==> config.mk <==
export PLATFORM = sky130hd
export DESIGN_NAME = timer0_capture
export DESIGN_NICKNAME = d
export VERILOG_FILES = /design/src/timer0_pkg.sv /design/src/edge_filter.sv /design/src/timer0_capture.sv
export SDC_FILE = /design/constraint.sdc
export NUM_CORES = 1
export LEC_CHECK = 0
export ABC_AREA = 1
export BUFFER_PORTS_ARGS = -buffer_cell sky130_fd_sc_hd__buf_2
export CORE_MARGIN = 2
export CORE_UTILIZATION = 46
export CTS_CLUSTER_DIAMETER = 40
export DETAILED_ROUTE_END_ITERATION = 8
export PLACE_DENSITY_LB_ADDON = 0.1
export SYNTH_ARGS = -nofsm -noshare
export SYNTH_HDL_FRONTEND = slang
export SYNTH_SLANG_ARGS = --single-unit
==> constraint.sdc <==
create_clock -name CLK_I -period 2.06 [get_ports CLK_I]
set_input_delay 0.103 -clock CLK_I [delete_from_list [all_inputs] [get_ports CLK_I]]
set_output_delay 0.103 -clock CLK_I [all_outputs]
set_load 0.01 [all_outputs]
==> src/timer0_pkg.sv <==
// Register map, field layout, encodings and divider constants of the capture/compare timer
package timer0_pkg;

	// Register byte offsets
	localparam logic [7:0] OFF_COUNTER = 8'h00;
	localparam logic [7:0] OFF_CCA     = 8'h04;
	localparam logic [7:0] OFF_CCB     = 8'h08;
	localparam logic [7:0] OFF_PRM     = 8'h0C;
	localparam logic [7:0] OFF_MODE    = 8'h10;
	localparam logic [7:0] OFF_CRC     = 8'h14;
	localparam logic [7:0] OFF_TOC     = 8'h18;
	localparam logic [7:0] OFF_FLAGS   = 8'h1C;

	// Prescaler mode register fields
	localparam int PRM_CKS_LSB = 0;
	localparam int PRM_ES0_LSB = 4;
	localparam int PRM_ES1_LSB = 6;

	// Capture/compare control register fields
	localparam int CRC_A_CAP = 0;
	localparam int CRC_A_INV = 1;
	localparam int CRC_B_CAP = 2;

	// Output control register fields
	localparam int TOC_OE     = 0;
	localparam int TOC_TOGGLE = 1;

	// Flag register fields
	localparam int FLAG_A = 0;
	localparam int FLAG_B = 1;

	// Reset values
	localparam logic [7:0]  PRM_RST  = 8'h00;
	localparam logic [2:0]  CRC_RST  = 3'h0;
	localparam logic [1:0]  TOC_RST  = 2'h0;
	localparam logic [31:0] RD_ZERO  = 32'h0000_0000;

	// Prescaler: 6-bit free-running divider, masks for /4, /8 and /64
	localparam int         PRESC_W    = 6;
	localparam logic [5:0] DIV4_MASK  = 6'h03;
	localparam logic [5:0] DIV8_MASK  = 6'h07;
	localparam logic [5:0] DIV64_MASK = 6'h3F;

	// AXI responses
	localparam logic [1:0] RESP_OKAY   = 2'h0;
	localparam logic [1:0] RESP_SLVERR = 2'h2;

	typedef enum logic [1:0] {
		MODE_STOP        = 2'b00,
		MODE_FREE        = 2'b01,
		MODE_RESTART     = 2'b10,
		MODE_CLEAR_MATCH = 2'b11
	} run_mode_t;

	typedef enum logic [1:0] {
		EDGE_FALL = 2'b00,
		EDGE_RISE = 2'b01,
		EDGE_BAD  = 2'b10,
		EDGE_BOTH = 2'b11
	} edge_sel_t;

	typedef enum logic [1:0] {
		CKS_FULL  = 2'b00,
		CKS_DIV4  = 2'b01,
		CKS_DIV64 = 2'b10,
		CKS_EXT   = 2'b11
	} clk_sel_t;

endpackage

==> src/edge_filter.sv <==
// Pin synchroniser and two-sample noise filter giving rise and fall pulses
`timescale 1ns/1ps
module edge_filter (
	// Clock and reset
	input  wire logic clk_i,
	input  wire logic srst_i,
	// Sampling strobe and raw pin
	input  wire logic sample_en_i,
	input  wire logic pin_i,
	// Accepted edges, one cycle each
	output logic      rise_o,
	output logic      fall_o
);
	logic meta_r;
	logic sync_r;
	logic samp_r;
	logic level_r;
	logic agree;

	always_ff @(posedge clk_i) begin
		if (srst_i) begin
			meta_r <= 1'b0;
			sync_r <= 1'b0;
		end else begin
			meta_r <= pin_i;
			sync_r <= meta_r;
		end
	end

	assign agree = sample_en_i && (sync_r == samp_r);

	// Level accepted only when two successive samples agree
	always_ff @(posedge clk_i) begin
		if (srst_i) begin
			samp_r  <= 1'b0;
			level_r <= 1'b0;
			rise_o  <= 1'b0;
			fall_o  <= 1'b0;
		end else begin
			rise_o <= agree && sync_r && !level_r;
			fall_o <= agree && !sync_r && level_r;
			if (sample_en_i) begin
				samp_r <= sync_r;
			end
			if (agree) begin
				level_r <= sync_r;
			end
		end
	end
endmodule

==> src/timer0_capture.sv <==
// 16-bit capture/compare timer with event counting and square-wave output, AXI4-Lite slave
//
// The placing of the registers and the AXI4-Lite interface to the registers were chosen for this implementation.
`timescale 1ns/1ps
module timer0_capture #(
	parameter int CNT_W = 16
) (
	// Clock and reset
	input  wire logic        CLK_I,
	input  wire logic        SRST_I,
	// AXI4-Lite write address and data
	input  wire logic [7:0]  AWADDR_I,
	input  wire logic        AWVALID_I,
	output logic             AWREADY_O,
	input  wire logic [31:0] WDATA_I,
	input  wire logic [3:0]  WSTRB_I,
	input  wire logic        WVALID_I,
	output logic             WREADY_O,
	// AXI4-Lite write response
	output logic [1:0]       BRESP_O,
	output logic             BVALID_O,
	input  wire logic        BREADY_I,
	// AXI4-Lite read
	input  wire logic [7:0]  ARADDR_I,
	input  wire logic        ARVALID_I,
	output logic             ARREADY_O,
	output logic [31:0]      RDATA_O,
	output logic [1:0]       RRESP_O,
	output logic             RVALID_O,
	input  wire logic        RREADY_I,
	// External pins
	input  wire logic        EXT_IN0_I,
	input  wire logic        EXT_IN1_I,
	output logic             TIMER_OUT_O,
	// Interrupt requests, one cycle each
	output logic             MATCH_IRQ_A_O,
	output logic             CAPTURE_IRQ_B_O
);
	if (CNT_W < 2 || CNT_W > 32) begin : g_bad_width
		$error("CNT_W must lie between 2 and 32");
	end

	logic [CNT_W-1:0]                main_counter_r;
	logic [CNT_W-1:0]                compare_capture_a_r;
	logic [CNT_W-1:0]                compare_capture_b_r;
	logic [7:0]                      prescaler_mode_reg_r;
	timer0_pkg::run_mode_t           mode_control_reg_r;
	logic [2:0]                      capcomp_control_reg_r;
	logic [1:0]                      output_control_reg_r;
	logic                            flag_a_r;
	logic                            capture_irq_flag_b_r;
	logic [timer0_pkg::PRESC_W-1:0]  presc_r;

	timer0_pkg::clk_sel_t            cks;
	timer0_pkg::edge_sel_t           es0;
	timer0_pkg::edge_sel_t           es1;
	logic                            running;
	logic                            ext_clk;
	logic                            div4;
	logic                            div8;
	logic                            div64;
	logic                            presc_tick;
	logic                            samp0_en;
	logic                            rise0;
	logic                            fall0;
	logic                            rise1;
	logic                            fall1;
	logic                            trig0;
	logic                            trig1;
	logic                            single0;
	logic                            count_en;
	logic                            restart;
	logic                            cap_b;
	logic                            cap_a_inv;
	logic                            cap_a_in1;
	logic                            match;
	logic                            set_a;
	logic                            wr_en;
	logic [7:0]                      wr_off;
	logic [7:0]                      rd_off;
	logic [31:0]                     rd_data;

	// Edge select decode shared by both inputs
	function automatic logic edge_hit(timer0_pkg::edge_sel_t es, logic r, logic f);
		unique case (es)
			timer0_pkg::EDGE_FALL: edge_hit = f;
			timer0_pkg::EDGE_RISE: edge_hit = r;
			timer0_pkg::EDGE_BOTH: edge_hit = r | f;
			timer0_pkg::EDGE_BAD:  edge_hit = 1'b0;
		endcase
	endfunction

	// Edge opposite to the selected one; none when both are selected
	function automatic logic opp_hit(timer0_pkg::edge_sel_t es, logic r, logic f);
		unique case (es)
			timer0_pkg::EDGE_FALL: opp_hit = r;
			timer0_pkg::EDGE_RISE: opp_hit = f;
			timer0_pkg::EDGE_BOTH: opp_hit = 1'b0;
			timer0_pkg::EDGE_BAD:  opp_hit = 1'b0;
		endcase
	endfunction

	function automatic logic is_mapped(logic [7:0] off);
		is_mapped = off <= timer0_pkg::OFF_FLAGS;
	endfunction

	function automatic logic [31:0] merge(logic [31:0] old, logic [31:0] nw, logic [3:0] strb);
		merge = old;
		for (int i = 0; i < 4; i++) begin
			if (strb[i]) begin
				merge[8*i +: 8] = nw[8*i +: 8];
			end
		end
	endfunction

	assign cks     = timer0_pkg::clk_sel_t'(prescaler_mode_reg_r[timer0_pkg::PRM_CKS_LSB +: 2]);
	assign es0     = timer0_pkg::edge_sel_t'(prescaler_mode_reg_r[timer0_pkg::PRM_ES0_LSB +: 2]);
	assign es1     = timer0_pkg::edge_sel_t'(prescaler_mode_reg_r[timer0_pkg::PRM_ES1_LSB +: 2]);
	assign running = mode_control_reg_r != timer0_pkg::MODE_STOP;
	assign ext_clk = cks == timer0_pkg::CKS_EXT;
	assign div4    = (presc_r & timer0_pkg::DIV4_MASK) == timer0_pkg::DIV4_MASK;
	assign div8    = (presc_r & timer0_pkg::DIV8_MASK) == timer0_pkg::DIV8_MASK;
	assign div64   = presc_r == timer0_pkg::DIV64_MASK;

	// Count clock and sampling strobe selection
	always_comb begin
		unique case (cks)
			timer0_pkg::CKS_FULL:  presc_tick = 1'b1;
			timer0_pkg::CKS_DIV4:  presc_tick = div4;
			timer0_pkg::CKS_DIV64: presc_tick = div64;
			timer0_pkg::CKS_EXT:   presc_tick = div8;
		endcase
	end

	assign samp0_en = ext_clk ? div8 : presc_tick;

	// Prescaler runs regardless of the timer so a start lands mid-period
	always_ff @(posedge CLK_I) begin
		if (SRST_I) begin
			presc_r <= '0;
		end else begin
			presc_r <= presc_r + 1'b1;
		end
	end

	edge_filter u_filt0 (
		.clk_i       (CLK_I),
		.srst_i      (SRST_I),
		.sample_en_i (samp0_en),
		.pin_i       (EXT_IN0_I),
		.rise_o      (rise0),
		.fall_o      (fall0)
	);

	edge_filter u_filt1 (
		.clk_i       (CLK_I),
		.srst_i      (SRST_I),
		.sample_en_i (presc_tick),
		.pin_i       (EXT_IN1_I),
		.rise_o      (rise1),
		.fall_o      (fall1)
	);

	// Stopped timer ignores its inputs
	assign trig0   = running && edge_hit(es0, rise0, fall0);
	assign trig1   = running && edge_hit(es1, rise1, fall1);
	assign single0 = es0 == timer0_pkg::EDGE_FALL || es0 == timer0_pkg::EDGE_RISE;
	assign count_en = running && (ext_clk ? trig0 : presc_tick);
	assign restart = mode_control_reg_r == timer0_pkg::MODE_RESTART && !ext_clk
		&& single0 && trig0;
	// In0 cannot trigger a capture while it is the count clock
	assign cap_b = capcomp_control_reg_r[timer0_pkg::CRC_B_CAP] && !ext_clk && trig0
		&& (mode_control_reg_r != timer0_pkg::MODE_RESTART || single0);
	assign cap_a_inv = running && !ext_clk && capcomp_control_reg_r[timer0_pkg::CRC_A_CAP]
		&& capcomp_control_reg_r[timer0_pkg::CRC_A_INV]
		&& opp_hit(es0, rise0, fall0);
	assign cap_a_in1 = capcomp_control_reg_r[timer0_pkg::CRC_A_CAP]
		&& !capcomp_control_reg_r[timer0_pkg::CRC_A_INV] && trig1;
	// Equality only, so a lowered compare value lets the counter wrap
	assign match = count_en && !capcomp_control_reg_r[timer0_pkg::CRC_A_CAP]
		&& main_counter_r == compare_capture_a_r;
	assign set_a = match || cap_a_in1;

	always_ff @(posedge CLK_I) begin
		if (SRST_I || !running || restart) begin
			main_counter_r <= '0;
		end else if (count_en) begin
			if (match && mode_control_reg_r == timer0_pkg::MODE_CLEAR_MATCH) begin
				main_counter_r <= '0;
			end else begin
				main_counter_r <= main_counter_r + 1'b1;
			end
		end
	end

	assign wr_en  = AWREADY_O;
	assign wr_off = {AWADDR_I[7:2], 2'b00};
	assign rd_off = {ARADDR_I[7:2], 2'b00};

	// Capture takes priority over a software write
	always_ff @(posedge CLK_I) begin
		if (SRST_I) begin
			compare_capture_a_r <= '0;
		end else if (cap_a_inv || cap_a_in1) begin
			compare_capture_a_r <= main_counter_r;
		end else if (wr_en && wr_off == timer0_pkg::OFF_CCA) begin
			compare_capture_a_r <= CNT_W'(merge(32'(compare_capture_a_r), WDATA_I, WSTRB_I));
		end
	end

	always_ff @(posedge CLK_I) begin
		if (SRST_I) begin
			compare_capture_b_r <= '0;
		end else if (cap_b) begin
			compare_capture_b_r <= main_counter_r;
		end else if (wr_en && wr_off == timer0_pkg::OFF_CCB) begin
			compare_capture_b_r <= CNT_W'(merge(32'(compare_capture_b_r), WDATA_I, WSTRB_I));
		end
	end

	// Control registers
	always_ff @(posedge CLK_I) begin
		if (SRST_I) begin
			prescaler_mode_reg_r  <= timer0_pkg::PRM_RST;
			mode_control_reg_r    <= timer0_pkg::MODE_STOP;
			capcomp_control_reg_r <= timer0_pkg::CRC_RST;
			output_control_reg_r  <= timer0_pkg::TOC_RST;
		end else if (wr_en && WSTRB_I[0]) begin
			unique case (wr_off)
				timer0_pkg::OFF_PRM:  prescaler_mode_reg_r <= WDATA_I[7:0];
				timer0_pkg::OFF_MODE:
					mode_control_reg_r <= timer0_pkg::run_mode_t'(WDATA_I[1:0]);
				timer0_pkg::OFF_CRC:  capcomp_control_reg_r <= WDATA_I[2:0];
				timer0_pkg::OFF_TOC:  output_control_reg_r <= WDATA_I[1:0];
				default: ;
			endcase
		end
	end

	// Requests, sticky flags (set wins over clear) and the output pin
	always_ff @(posedge CLK_I) begin
		if (SRST_I) begin
			MATCH_IRQ_A_O        <= 1'b0;
			CAPTURE_IRQ_B_O      <= 1'b0;
			flag_a_r             <= 1'b0;
			capture_irq_flag_b_r <= 1'b0;
		end else begin
			MATCH_IRQ_A_O   <= set_a;
			CAPTURE_IRQ_B_O <= cap_b;
			flag_a_r <= set_a || (flag_a_r && !(wr_en && wr_off == timer0_pkg::OFF_FLAGS
				&& WSTRB_I[0] && WDATA_I[timer0_pkg::FLAG_A]));
			capture_irq_flag_b_r <= cap_b || (capture_irq_flag_b_r && !(wr_en
				&& wr_off == timer0_pkg::OFF_FLAGS && WSTRB_I[0]
				&& WDATA_I[timer0_pkg::FLAG_B]));
		end
	end

	always_ff @(posedge CLK_I) begin
		if (SRST_I || !output_control_reg_r[timer0_pkg::TOC_OE]) begin
			TIMER_OUT_O <= 1'b0;
		end else if (output_control_reg_r[timer0_pkg::TOC_TOGGLE] && match) begin
			TIMER_OUT_O <= !TIMER_OUT_O;
		end
	end

	// Write channel: take address and data together, answer one cycle later
	always_ff @(posedge CLK_I) begin
		if (SRST_I) begin
			AWREADY_O <= 1'b0;
			WREADY_O  <= 1'b0;
			BVALID_O  <= 1'b0;
			BRESP_O   <= timer0_pkg::RESP_OKAY;
		end else begin
			AWREADY_O <= AWVALID_I && WVALID_I && !AWREADY_O && !BVALID_O;
			WREADY_O  <= AWVALID_I && WVALID_I && !AWREADY_O && !BVALID_O;
			if (AWREADY_O) begin
				BVALID_O <= 1'b1;
				BRESP_O  <= is_mapped(wr_off) ? timer0_pkg::RESP_OKAY : timer0_pkg::RESP_SLVERR;
			end else if (BVALID_O && BREADY_I) begin
				BVALID_O <= 1'b0;
			end
		end
	end

	always_comb begin
		unique case (rd_off)
			timer0_pkg::OFF_COUNTER: rd_data = 32'(main_counter_r);
			timer0_pkg::OFF_CCA:     rd_data = 32'(compare_capture_a_r);
			timer0_pkg::OFF_CCB:     rd_data = 32'(compare_capture_b_r);
			timer0_pkg::OFF_PRM:     rd_data = 32'(prescaler_mode_reg_r);
			timer0_pkg::OFF_MODE:    rd_data = 32'(mode_control_reg_r);
			timer0_pkg::OFF_CRC:     rd_data = 32'(capcomp_control_reg_r);
			timer0_pkg::OFF_TOC:     rd_data = 32'(output_control_reg_r);
			timer0_pkg::OFF_FLAGS:   rd_data = 32'({capture_irq_flag_b_r, flag_a_r});
			default:                 rd_data = timer0_pkg::RD_ZERO;
		endcase
	end

	// Read channel
	always_ff @(posedge CLK_I) begin
		if (SRST_I) begin
			ARREADY_O <= 1'b0;
			RVALID_O  <= 1'b0;
			RDATA_O   <= timer0_pkg::RD_ZERO;
			RRESP_O   <= timer0_pkg::RESP_OKAY;
		end else begin
			ARREADY_O <= ARVALID_I && !ARREADY_O && !RVALID_O;
			if (ARREADY_O) begin
				RVALID_O <= 1'b1;
				RDATA_O  <= rd_data;
				RRESP_O  <= is_mapped(rd_off) ? timer0_pkg::RESP_OKAY : timer0_pkg::RESP_SLVERR;
			end else if (RVALID_O && RREADY_I) begin
				RVALID_O <= 1'b0;
			end
		end
	end
endmodule

==> run summary, run 1 <==
The worst setup path is launched from a flop. For this run, the number of Yosys warnings is 0. For the pin with the worst max-slew slack, the measured transition is 0.6190 ns.

The unique cell type count in the Yosys netlist was 39; the sequential element share of the synthesized area was 38.42%. The critical path goes through ha_1 -> ha_1 -> nand3_1 -> nand2_1 -> inv_1 -> nand2_1 -> nand2_1 -> a21oi_2 -> nand3_2 -> nand2_2 -> nor3_1. Cell type with the largest total area after synthesis: dfxtp_1. The largest fanout on the critical path is 8, and the number of synthesized register bits is 108. The tools report the startpoint of the worst register-to-register path as presc_r[0].

By instance count, the cell type seen most on the critical path is nand2_1. The average vias per placed instance came out at 5.281. Hold timing on the final database bottoms out at a slack of 0.02369 ns. The tools report the worst setup path startpoint as presc_r[0]. The region available for standard cell placement spans 11,960 µm².

Summed over all layers, the routed wires come to 16.17 mm. Dividing the synthesized area by the synthesized cell count gives 6.582 µm². The tools report the final worst clock skew as 0.009884 ns.

The min-delay analysis places its worst path in the category input port to flop. The analysis attributes to cell leakage a power of 0.003077 µW. TritonCTS built the clock tree. After the first detailed-routing iteration, the DRC count stood at 460. STA classifies the critical path endpoint as a flop. Number of diodes added for antenna fixing: 0.

The critical path is of the flop to flop type. The via count of the first global-routing pass came out at 5,299. The tool flagged a number of max-cap violations equal to 0. At the end of routability-driven placement, the weighted congestion stood at 0.9110. The die covers 13,140 µm². For this run the aggregate overflow at the end of global routing stands at 0. The count of flip-flops with a built-in enable after synthesis came out at 0.

Wire length per cell after detailed routing: 14.91 µm. The flow ran to the end, and the final reports show no timing, DRC or antenna violations. The tools report the number of top-level pins as 105. The number of nets with antenna violations after routing is 0, and the arrival time of data at the critical path endpoint is 2.14 ns. Cells with a size suffix above 1 make up 14.39% of the layout. Internal power comes to 3138 µW. The post-route minimum period was 1.895 ns. The routed layout has 5,730 vias.

The run gives 25.39% as the global-route usage over all layers. After synthesis, the most frequently instantiated cells are nand2_1 (219), inv_1 (128), dfxtp_1 (108). Clock root buffer: clkbuf_16. The total power divided by cell area came out at 637.3 nW/µm². In this run the cell area of the synthesized design comes to 5628 µm².

Counting every instance in the synthesized netlist gives 855. By area the synthesized netlist is led by dfxtp_1 (38%), nand2_1 (15%), inv_1 (8.5%), a21oi_1 (6.0%), nor2_1 (5.7%). The top achievable clock speed came out at 527.8 MHz.

The post-CTS clock slew at the launch and capture registers of the worst setup and hold paths is 0.07 ns, and the sequential cell fraction of total power is 51.2%. Worst slew margin relative to its limit: 58.36%. The tools report the count of final setup violators as 0. The fraction of power consumed by combinational cells is 5.2%, and the power dissipated by switching net loads is 993.0 µW. From left edge to right edge, the die measures 114.6 µm.

The initial utilization of the core area, before any placement, comes to 47.05%. The switching portion of total power was 24.04%; the fill cell total of the finished layout was 1,200. The initial antenna violation count was 0; the setup TNS after final layout was 0 ns.

IR analysis of the VDD net gives a maximum drop of 634.7 µV. The area added between synthesis and finish was 15.18%; the total count of hold-check failures in the final report was 0. The number of clock sinks came out at 108. Setup repair after global routing left no endpoint under its margin.

The first global-routing pass estimated 25.74 mm of wire. Among all flip-flop cells after synthesis, the most frequent one is dfxtp_1. The worst path uses 91.97% of the clock period. Entering global routing, the biggest net connects 49 pins. Counting the buffers created by CTS gives 9. Clock latency on the worst-skew pair, taken at its later pin, is 0.36 ns.

The run gives 5 as the length of the first detailed-routing pass in iterations. The most numerous cell in the Yosys netlist is nand2_1. The run gives 2.30 ns as the data required time of the critical path. For this run, design rule violations remaining after detail routing come to 0. In this run the deepest clock path goes through 2 buffers. The sequential cells in the finished layout cover a total of 2162 µm². For this design, the slowest cell found on the critical path is dfxtp_1. The stage delay of the slowest cell on the critical path was 0.35 ns; the area fraction of the dominant cell type after synthesis was 38.42%. The clock network power share is 43.6%, and the placed wire-length estimate after detailed placement is 12.27 mm. The height of the die works out to 114.6 µm. Summing all multi-input logic gate instances after layout gives 2770 µm². At the end of the flow, the number of nets in the layout was 997. In this run the most critical hold path is launched from WDATA_I[15].

Final number of max-transition violations: 0. During placement, the flow inserted port buffers numbering 64. The post-synthesis async set-or-reset flop share is 0%, and the cell row count is 40. H-tree level count: 3.
[routing by layer]
layer / global-route usage, % / share of wire, % / vias to the layer above
li1: - / - / 2840
met1: 30.50 / 42 / 2651
met2: 43.39 / 48 / 204
met3: 5.558 / 6.1 / 35
met4: 11.38 / 3.6 / 0
met5: 0 / 0 / -
[power by group through the flow]
stage / logic, µW / clock network, µW / registers (µW)
final: 216 / 1800 / 2110
after global routing: 242 / 1930 / 2120
after CTS: 215 / 1850 / 2110
after detailed placement: 206 / 0 / 2160
after global placement: 201 / 0 / 2160
after floorplan: 140 / 0 / 2160
[final timing paths]
| path | to | slack [ns] | cells after the start |
|---|---|---|---|
| worst min-delay path | compare_capture_a_r[15] | 0.02 | 3 |
| worst max register to register | main_counter_r[3] | 0.17 | 11 |
| worst max-delay path | main_counter_r[3] | 0.17 | 11 |
| worst min register to register | u_filt0.sync_r | 0.41 | 2 |
[logic make-up (layout without fill, tap and decap cells)]
logic type | Yosys count | in the layout | share of synthesized area (%)
AO/OA/AOI/OAI | 148 | 148 | 15.01
XOR/XNOR | 5 | 5 | 0.7781
adder cells (fa/ha/maj) | 3 | 3 | 0.6670
buffers and inverters | 177 | 243 | 13.72
flip-flops | 108 | 108 | 38.42
other | 1 | 18 | 0.06663
AND/OR/NAND/NOR | 413 | 413 | 31.35
[timing repair]
item / in CTS / in global routing
hold buffers: 6 / 0
resized for setup: 0 / 2
setup buffers: 0 / 0
setup endpoints to repair: 0 / 6
endpoints found under the hold margin: 5 / 0
[area by class of cell]
class	instances	area share, %
Multi-Input combinational cell	587	42.73
Clock buffer	9	3.474
Inverter	134	7.798
Tap cell	147	2.837
Clock inverter	7	1.274
Sequential cell	108	33.35
Timing Repair Buffer	93	8.531
[critical path, delay by kind of cell (launching register included)]
family | cells | cell delay (ns)
simple gates | 7 | 0.82
compound gates | 1 | 0.22
fa+ha+maj | 2 | 0.35
buf+inv | 1 | 0.03
flops | 1 | 0.35
[flip-flops by register name (all words and copies together), names as in the netlist, 2 cells and up]
name                   cells
capcomp_control_reg_r      3
main_counter_r            16
output_control_reg_r       2
compare_capture_b_r       16
presc_r                    6
prescaler_mode_reg_r       8
compare_capture_a_r       16
mode_control_reg_r         2
RDATA_O                   16
[placed cells by master, fill, tap and decap left out, types with 7 or more instances in the layout]
cell	count
nand2_1	219
inv_1	128
dfxtp_1	108
nor2_1	85
a21oi_1	67
buf_2	64
nand3_1	60
o21ai_0	39
buf_4	23
conb_1	18
nor3_1	12
nor2_2	11
clkbuf_16	9
o221ai_1	8
nand4_1	7
[stage by stage]
step                total power [µW]  setup slack, ns  util (%)  cells  area (µm²)
global route                    4287         0.003457     54.19   1085        6482
CTS                             4176           0.1583     54.09   1085        6470
finish                          4131           0.1655     54.19   1085        6482
floorplan                       2304           0.3870         -    872        5692
detailed placement              2369           0.1690     51.01   1063        6102
global placement                2363           0.2132     51.01   1063        6102
(Power assumes the default switching activity.)
==> run 2: changes to the inputs <==
--- a/config.mk
+++ b/config.mk
@@ -5,8 +5,8 @@
 export SDC_FILE = /design/constraint.sdc
 export NUM_CORES = 1
 export LEC_CHECK = 0
-export ABC_AREA = 1
 export BUFFER_PORTS_ARGS = -buffer_cell sky130_fd_sc_hd__buf_2
+export CORE_ASPECT_RATIO = 1.1
 export CORE_MARGIN = 2
 export CORE_UTILIZATION = 46
 export CTS_CLUSTER_DIAMETER = 40
==> run summary, run 2 <==
The number of clock sinks was 108 (unchanged). Endpoint of the worst hold-timing path: prescaler_mode_reg_r[3]. The width of the die was 108.0 µm (-5.7%); the count of final setup violators was 0 (unchanged). The run gives 0.006165 ns (-0.003719 ns) as the final worst clock skew.

The worst-case setup margin in the final layout is 0.1619 ns (-0.003597 ns). The slack of the worst reg-to-reg path was 0.16 ns (about the same). The post-synthesis cell area came out at 5478 µm² (-2.7%). TritonCTS built the clock tree. Clock root buffer: clkbuf_16. The count of input and output buffers was 64 (unchanged); the area fraction of the dominant cell type after synthesis was 39.47% (+1.1 points).

The average cell area after synthesis works out to 9.191 µm² (+40%). The initial antenna violation count is 0 (unchanged), and the area of the die is 12,800 µm² (-2.6%). The post-synthesis async set-or-reset flop share works out to 0% (unchanged). The data required time of the critical path was 2.35 ns (+0.05 ns). The fraction of power consumed by combinational cells is 5.5% (+0.3 points), and the height of the die is 118.5 µm (+3.4%). The area added between synthesis and finish is 15.56%, and the post-route DRC violation count is 0 (unchanged). The total power divided by cell area was 616.8 nW/µm² (-3.2%).

The path depth of the worst reg2reg path was 5 (-6). Share of the clock period used by the worst path: 92.14% (+0.17 points). The critical hold path startpoint is WDATA_I[3]. In the synthesized netlist, the cells that appear most often are dfxtp_1 (108), nor2_1 (85), mux2i_1 (54). For the final routed wirelength across all metal layers, the log shows 13.81 mm (-15%). For the via count of the first global-routing pass, the log shows 4,286 (-19%).

The tools report the overall power of the completed layout as 3904 µW (-5.5%). The most frequent standard cell in the layout excluding fill and tap cells was dfxtp_1. The run finished with clean final reports. The run gives 0 (unchanged) as the final number of max-transition violations. After synthesis, the cell types taking the most area are dfxtp_1 (39%), mux2i_1 (9.9%), nor2_1 (5.8%), mux4_2 (4.1%), mux2_2 (3.9%).

STA classifies the critical path startpoint as a flop. The worst register-to-register path ends at main_counter_r[0]. For the power dissipated by switching net loads, the log shows 908.7 µW (-8.5%). The cell type with the largest total area after synthesis was dfxtp_1.

The fill cell total of the finished layout was 1,120 (-6.7%); the cell count after placement was 799 (-25%). The total congestion overflow is 0 (unchanged). The pre-CTS setup slack was 0.006424 ns (-0.1625 ns); the stage delay of the slowest cell on the critical path was 0.46 ns (+0.11 ns).

The post-route minimum period is 1.898 ns (+0.003597 ns), and the switching portion of total power is 23.28% (-0.76 points). The top achievable clock speed came out at 526.8 MHz (-0.19%). For this design, the slowest cell found on the critical path is a311oi_2. The worst-case hold slack is 0.01135 ns (-0.01234 ns). The peak supply drop was 399.1 µV (-37%). For the number of diodes added for antenna fixing, the log shows 0 (unchanged). The placed wire-length estimate after detailed placement was 9.934 mm (-19%); the setup TNS after final layout was 0 ns (unchanged). The DRC violation total after the first TritonRoute iteration is 162 (-65%).

The tools report the final net count as 729 (-27%). The critical path start-end classification is flop to flop. The instance count along the most critical hold path was 3 (unchanged); the H-tree level count was 3 (unchanged).

The cell family contributing the most delay on the critical path is compound AO/OA/AOI/OAI gates. The cell row count is 41 (+2.5%). For the initial cell density of the core, the log shows 47.46% (+0.41 points).

The CTS buffer count is 9 (unchanged), and the global-route wire length before repair is 22.21 mm (-14%). In this run the critical register-to-register path is launched from prescaler_mode_reg_r[4]. Kind of end point of the critical path: a flop.

Most numerous cell in the Yosys netlist: dfxtp_1. The number of top-level pins is 105 (unchanged). The library cells used most frequently in the layout, excluding fill and tap cells, are dfxtp_1 (107), nor2_1 (85), buf_2 (64), mux2i_1 (54), a21oi_1 (40). The sequential cell fraction of total power is 54.2% (+3.0 points). The proportion of layout cells with a drive suffix above 1 was 23.05% (+8.7 points).

The run gives 11,540 µm² (-3.5%) as the area of the core. Average vias per placed instance: 5.424 (+2.7%). The post-CTS clock slew at the launch and capture registers of the worst setup and hold paths was 0.07 ns (about the same); the number of nets with antenna violations after routing was 0 (unchanged). For the count of maximum capacitance violations, the log shows 0 (unchanged). Setup repair after global routing left no endpoint under its margin. The length of the first detailed-routing pass in iterations was 4 (-1); the sequential element share of the synthesized area was 39.47% (+1.1 points). The logs give 0.36 ns (about the same) for the source-to-sink clock delay at the later pin of the worst-skew pair and 0.8231 (-9.6%) for the final weighted congestion in routability-driven placement. The arrival time of data at the critical path endpoint is 2.19 ns (+0.05 ns). Maximum clock insertion buffer count: 2 (unchanged). Count of flip-flops with a built-in enable after synthesis: 0 (unchanged). The critical path goes through nor2b_1 -> a22oi_1 -> a311oi_2 -> or3b_1 -> o21ai_1.

The most used flip-flop cell after synthesis is dfxtp_1. The via count of the routed design was 4,437 (-23%); the warning count from the yosys run was 0 (unchanged). The global-route usage over all layers came out at 22.48% (-2.9 points).

The wire length per cell after detailed routing works out to 16.89 µm (+13%). For the largest net degree at the start of global routing, the log shows 90 (+84%). Worst min-delay path category: input port to flop. The internal power is 2995 µW (-4.6%). The run gives 596 (-30%) as the number of instances in the synthesized netlist. The number of synthesized register bits came out at 108 (unchanged). The buffer and inverter count on the worst path is 0 (-1). The unique cell type count in the Yosys netlist is 56 (+44%), and the static leakage is 0.002729 µW (-11%). The largest fanout on the critical path is 5 (-3), and the clock network power share is 40.4% (-3.2 points). The run gives 0 (unchanged) as the total count of hold-check failures in the final report. The final instance count without filler cells is 818 (-25%).
==> run 2: cell count changes after synthesis, sizes merged, moves of 14 or more <==
cell    previous run  this run
nand2            226        25
inv              132        12
mux2i              0        54
nand3             63         9
nor2b              0        34
a21oi             68        40
mux2               0        19
a211oi             2        20
clkbuf            10        25
or3                0        15
xor2               0        14
==> run 2: kinds of logic after synthesis <==
family / Yosys count / share of synthesized area (%)
muxes: 83 / 17.89
and+or+nand+nor: 213 / 20.88
DFF: 108 / 39.47
AOI/OAI and AO/OA: 105 / 12.11
buffers and inverters: 68 / 6.373
other: 1 / 0.06846
xor gates and xnor gates: 15 / 2.536
adders and majority gates: 3 / 0.6853
==> run 2: worst max path at each step <==
stage	startpoint	end	cells past startpoint
after global routing	prescaler_mode_reg_r[5]	TIMER_OUT_O	5
after CTS	presc_r[0]	main_counter_r[8]	6
after floorplan	main_counter_r[8]	main_counter_r[1]	7
after global placement	WREADY_O	compare_capture_a_r[8]	5
after detailed placement	WREADY_O	compare_capture_a_r[12]	5
final	prescaler_mode_reg_r[4]	main_counter_r[0]	5
==> run 2: power by group through the flow <==
| stage | sequential, µW | clock, µW | combinational [µW] |
|---|---|---|---|
| 5_1_grt | 2120 | 1700 | 234 |
| 2_1_floorplan | 2170 | 0 | 133 |
| 3_5_place_dp | 2160 | 0 | 204 |
| 3_3_place_gp | 2160 | 0 | 202 |
| 4_1_cts | 2110 | 1620 | 214 |
| 6_report | 2110 | 1580 | 214 |
==> run 2: layer usage <==
metal / wire length [µm] / track usage (%) / up-vias
met5: 0 / 0 / -
met4: 295 / 8.734 / 0
met3: 393 / 3.199 / 21
met2: 6877 / 38.21 / 75
met1: 6247 / 28.49 / 2145
li1: - / - / 2196
==> run 2: final cells by class <==
cell class              count  area [µm²]  area share (%)
clock inverters             4       27.53          0.4349
well taps                 150       187.7           2.965
repair buffers             97       603.1           9.528
multi-input cells         437        3074           48.57
inverters                  12       45.04          0.7116
clock buffers              10       229.0           3.617
flip-flops and latches    108        2163           34.18
==> run 2: tightest hold or removal path, cell delays in order <==
cell and delay (ns):
buf_2 0.10, mux2i_1 0.06, nor2_1 0.07
==> run 2: through the flow <==
step / utilization [%] / area [µm²]
2_1_floorplan: - / 5542
3_3_place_gp: 51.86 / 5986
3_5_place_dp: 51.86 / 5986
4_1_cts: 54.58 / 6300
5_1_grt: 54.84 / 6330
6_report: 54.84 / 6330
==> run 2: repair_timing <==
| item | 4_1_cts | 5_1_grt |
|---|---|---|
| endpoints found under the setup margin | 3 | 31 |
| pin swaps | 0 | 0 |
| resized for setup | 2 | 4 |
| setup buffers | 0 | 1 |
| hold endpoints to repair | 3 | 0 |
| cloned | 0 | 0 |
| hold buffers | 4 | 0 |
==> run 3: changes to the inputs <==
==> constraint.sdc (replaced) <==
create_clock -name CLK_I -period 2.06 [get_ports CLK_I]
set_input_delay 0.309 -clock CLK_I [delete_from_list [all_inputs] [get_ports CLK_I]]
set_output_delay 0.309 -clock CLK_I [all_outputs]
set_load 0.01 [all_outputs]
==> run summary, run 3 (synthesis results as in run 2) <==
Height of the die: 118.5 µm (unchanged). The final number of max-transition violations is 0 (unchanged), and the width of the die is 108.0 µm (unchanged). The arrival time of data at the critical path endpoint is 2.21 ns (+0.02 ns). The tools report the worst setup path startpoint as prescaler_mode_reg_r[5]. For the number of diodes added for antenna fixing, the log shows 0 (unchanged).

The global-route wire length before repair is 22.31 mm (+0.46%). The maximum clock insertion buffer count is 2 (unchanged). The source-to-sink clock delay at the later pin of the worst-skew pair came out at 0.36 ns (about the same). The number of top-level pins was 105 (unchanged). The post-route minimum period is 1.920 ns (+0.02231 ns), and the number of nets with antenna violations after routing is 0 (unchanged).

The static leakage came out at 0.002714 µW (-0.53%). Slack of the worst reg-to-reg path: 0.14 ns (-0.02 ns). The placed wire-length estimate after detailed placement is 9.772 mm (-1.6%), and the DRC violation total after the first TritonRoute iteration is 233 (+44%).

The data required time of the critical path was 2.35 ns (about the same). The wire length per cell after detailed routing came out at 16.62 µm (-1.6%). The CTS buffer count came out at 9 (unchanged). In this run the critical register-to-register path is launched from prescaler_mode_reg_r[5]. The count of input and output buffers was 64 (unchanged); the internal power was 3044 µW (+1.6%). The length of the first detailed-routing pass in iterations came out at 4 (unchanged). The tools report the initial cell density of the core as 47.46% (unchanged). The number of clock sinks is 108 (unchanged), and the path depth of the worst reg2reg path is 5 (unchanged).

The worst register-to-register path ends at TIMER_OUT_O. The kind of end point of the critical path is a flop. For the sequential cell fraction of total power, the log shows 52.8% (-1.4 points).

Final instance area: 6310 µm² (-0.32%). The run gives 54.67% (-0.17 points) as the final core utilization. Setup repair after global routing could not meet its margin everywhere. The instance count along the most critical hold path was 2 (-1); the worst-case hold slack was 0.1557 ns (+0.1443 ns).

For the final worst clock skew, the log shows 0.009027 ns (+0.002862 ns). Clock network power share: 41.9% (+1.5 points). The endpoint of the worst hold-timing path is u_filt1.meta_r. The post-CTS setup buffer count was 0 (unchanged). STA classifies the critical path startpoint as a flop. The cell row count was 41 (unchanged).

The flow ran to the end, and the final reports show no timing, DRC or antenna violations. The global-route usage over all layers was 22.49% (about the same); the final routed wirelength across all metal layers was 13.61 mm (-1.5%). The library cell used most frequently in the layout, excluding fill and tap cells, is dfxtp_1.

The tightest min-delay check is of the input port to flop type. The largest fanout on the critical path works out to 8 (+3). The share of the clock period used by the worst path came out at 93.22% (+1.1 points). The total count of hold-check failures in the final report is 0 (unchanged). The power dissipated by switching net loads was 955.8 µW (+5.2%). For the final net count, the log shows 728 (-0.14%). Initial antenna violation count: 0 (unchanged).

The average vias per placed instance is 5.426 (about the same). The top cell types in the final layout, fill and taps aside, are dfxtp_1 (108), nor2_1 (85), buf_2 (64), mux2i_1 (54), a21oi_1 (40). The logs give 0 (unchanged) for the count of maximum capacitance violations and 321.1 µV (-20%) for the peak supply drop. The H-tree level count is 3 (unchanged), and the total congestion overflow is 0 (unchanged). The area added between synthesis and finish works out to 15.19%.

The run gives 5.2% (-0.3 points) as the fraction of power consumed by combinational cells. The run gives 0.8076 (-1.9%) as the final weighted congestion in routability-driven placement. The tools report the via count of the first global-routing pass as 4,313 (+0.63%). The switching portion of total power is 23.90% (+0.62 points).

The top achievable clock speed was 520.7 MHz (-1.2%); the area of the core was 11,540 µm² (unchanged). The tools report the clock root buffer as clkbuf_16. The placed cell area was 6003 µm² (+0.29%). For the fill cell total of the finished layout, the log shows 1,086 (-3.0%). TritonCTS built the clock tree. The area of the die came out at 12,800 µm² (unchanged). The proportion of layout cells with a drive suffix above 1 is 23.77% (+0.71 points). The critical hold path startpoint is EXT_IN1_I. The post-route DRC violation count is 0 (unchanged), and the largest net degree at the start of global routing is 61 (-32%).

The tools report the count of final setup violators as 0 (unchanged). The total power divided by cell area was 633.9 nW/µm² (+2.8%); the post-CTS clock slew at the launch and capture registers of the worst setup and hold paths was 0.07 ns (about the same). Critical path start-end classification: flop to flop. Via count of the routed design: 4,444 (+0.16%).
## run 3: worst max path at each step
stage | depth (start not counted) | slack, ns | endpoint
floorplan | 7 | 0.29 | main_counter_r[1]
detailed placement | 6 | 0.03 | main_counter_r[4]
global route | 5 | -0.05 | compare_capture_a_r[14]
CTS | 6 | -0.004 | main_counter_r[4]
global placement | 6 | 0.10 | compare_capture_a_r[13]
finish | 5 | 0.14 | TIMER_OUT_O
## run 3: power by group through the flow
| stage | Combinational, µW | Clock [µW] | Sequential (µW) |
|---|---|---|---|
| 5_1_grt | 229 | 1800 | 2120 |
| 2_1_floorplan | 133 | 0 | 2170 |
| 6_report | 209 | 1680 | 2110 |
| 3_5_place_dp | 208 | 0 | 2160 |
| 4_1_cts | 209 | 1710 | 2110 |
| 3_3_place_gp | 204 | 0 | 2160 |
## run 3: area by class of cell
type,count,area [µm²],area share [%]
Inverter,12,45.04,0.7139
Tap cell,150,187.7,2.974
Sequential cell,108,2162,34.27
Timing Repair Buffer,96,573.1,9.082
Clock buffer,10,239.0,3.787
Clock inverter,6,46.29,0.7337
Multi-Input combinational cell,437,3057,48.44
## run 3: metrics by stage
stage / instances / worst slack (ns) / TNS [ns] / total power (µW)
floorplan: 613 / 0.2939 / 0 / 2299
global placement: 803 / 0.1016 / 0 / 2366
detailed placement: 803 / 0.02937 / 0 / 2372
CTS: 819 / -0.004379 / -0.004379 / 4037
global route: 819 / -0.05089 / -0.1862 / 4147
finish: 819 / 0.1396 / 0 / 4000
## run 3: per-layer routing
metal  vias to the layer above  part of all wire (%)  GRT usage [%]
li1                       2206                     -              -
met1                      2126                    45          29.43
met3                        21                   3.1          3.475
met5                         -                     0              0
met4                         0                   3.1          8.814
met2                        91                    49          36.95
## run 3: timing repair
| action | CTS | global route |
|---|---|---|
| setup endpoints to repair | 1 | 19 |
| hold buffers | 0 | 0 |
| gates resized for setup | 0 | 3 |
## run 3: critical path: stages, from the launching register on
cell,delay [ns]
dfxtp_1,0.37
nand2b_1,0.22
a221oi_4,0.41
o22ai_2,0.20
or4_1,0.50
a21oi_1,0.16
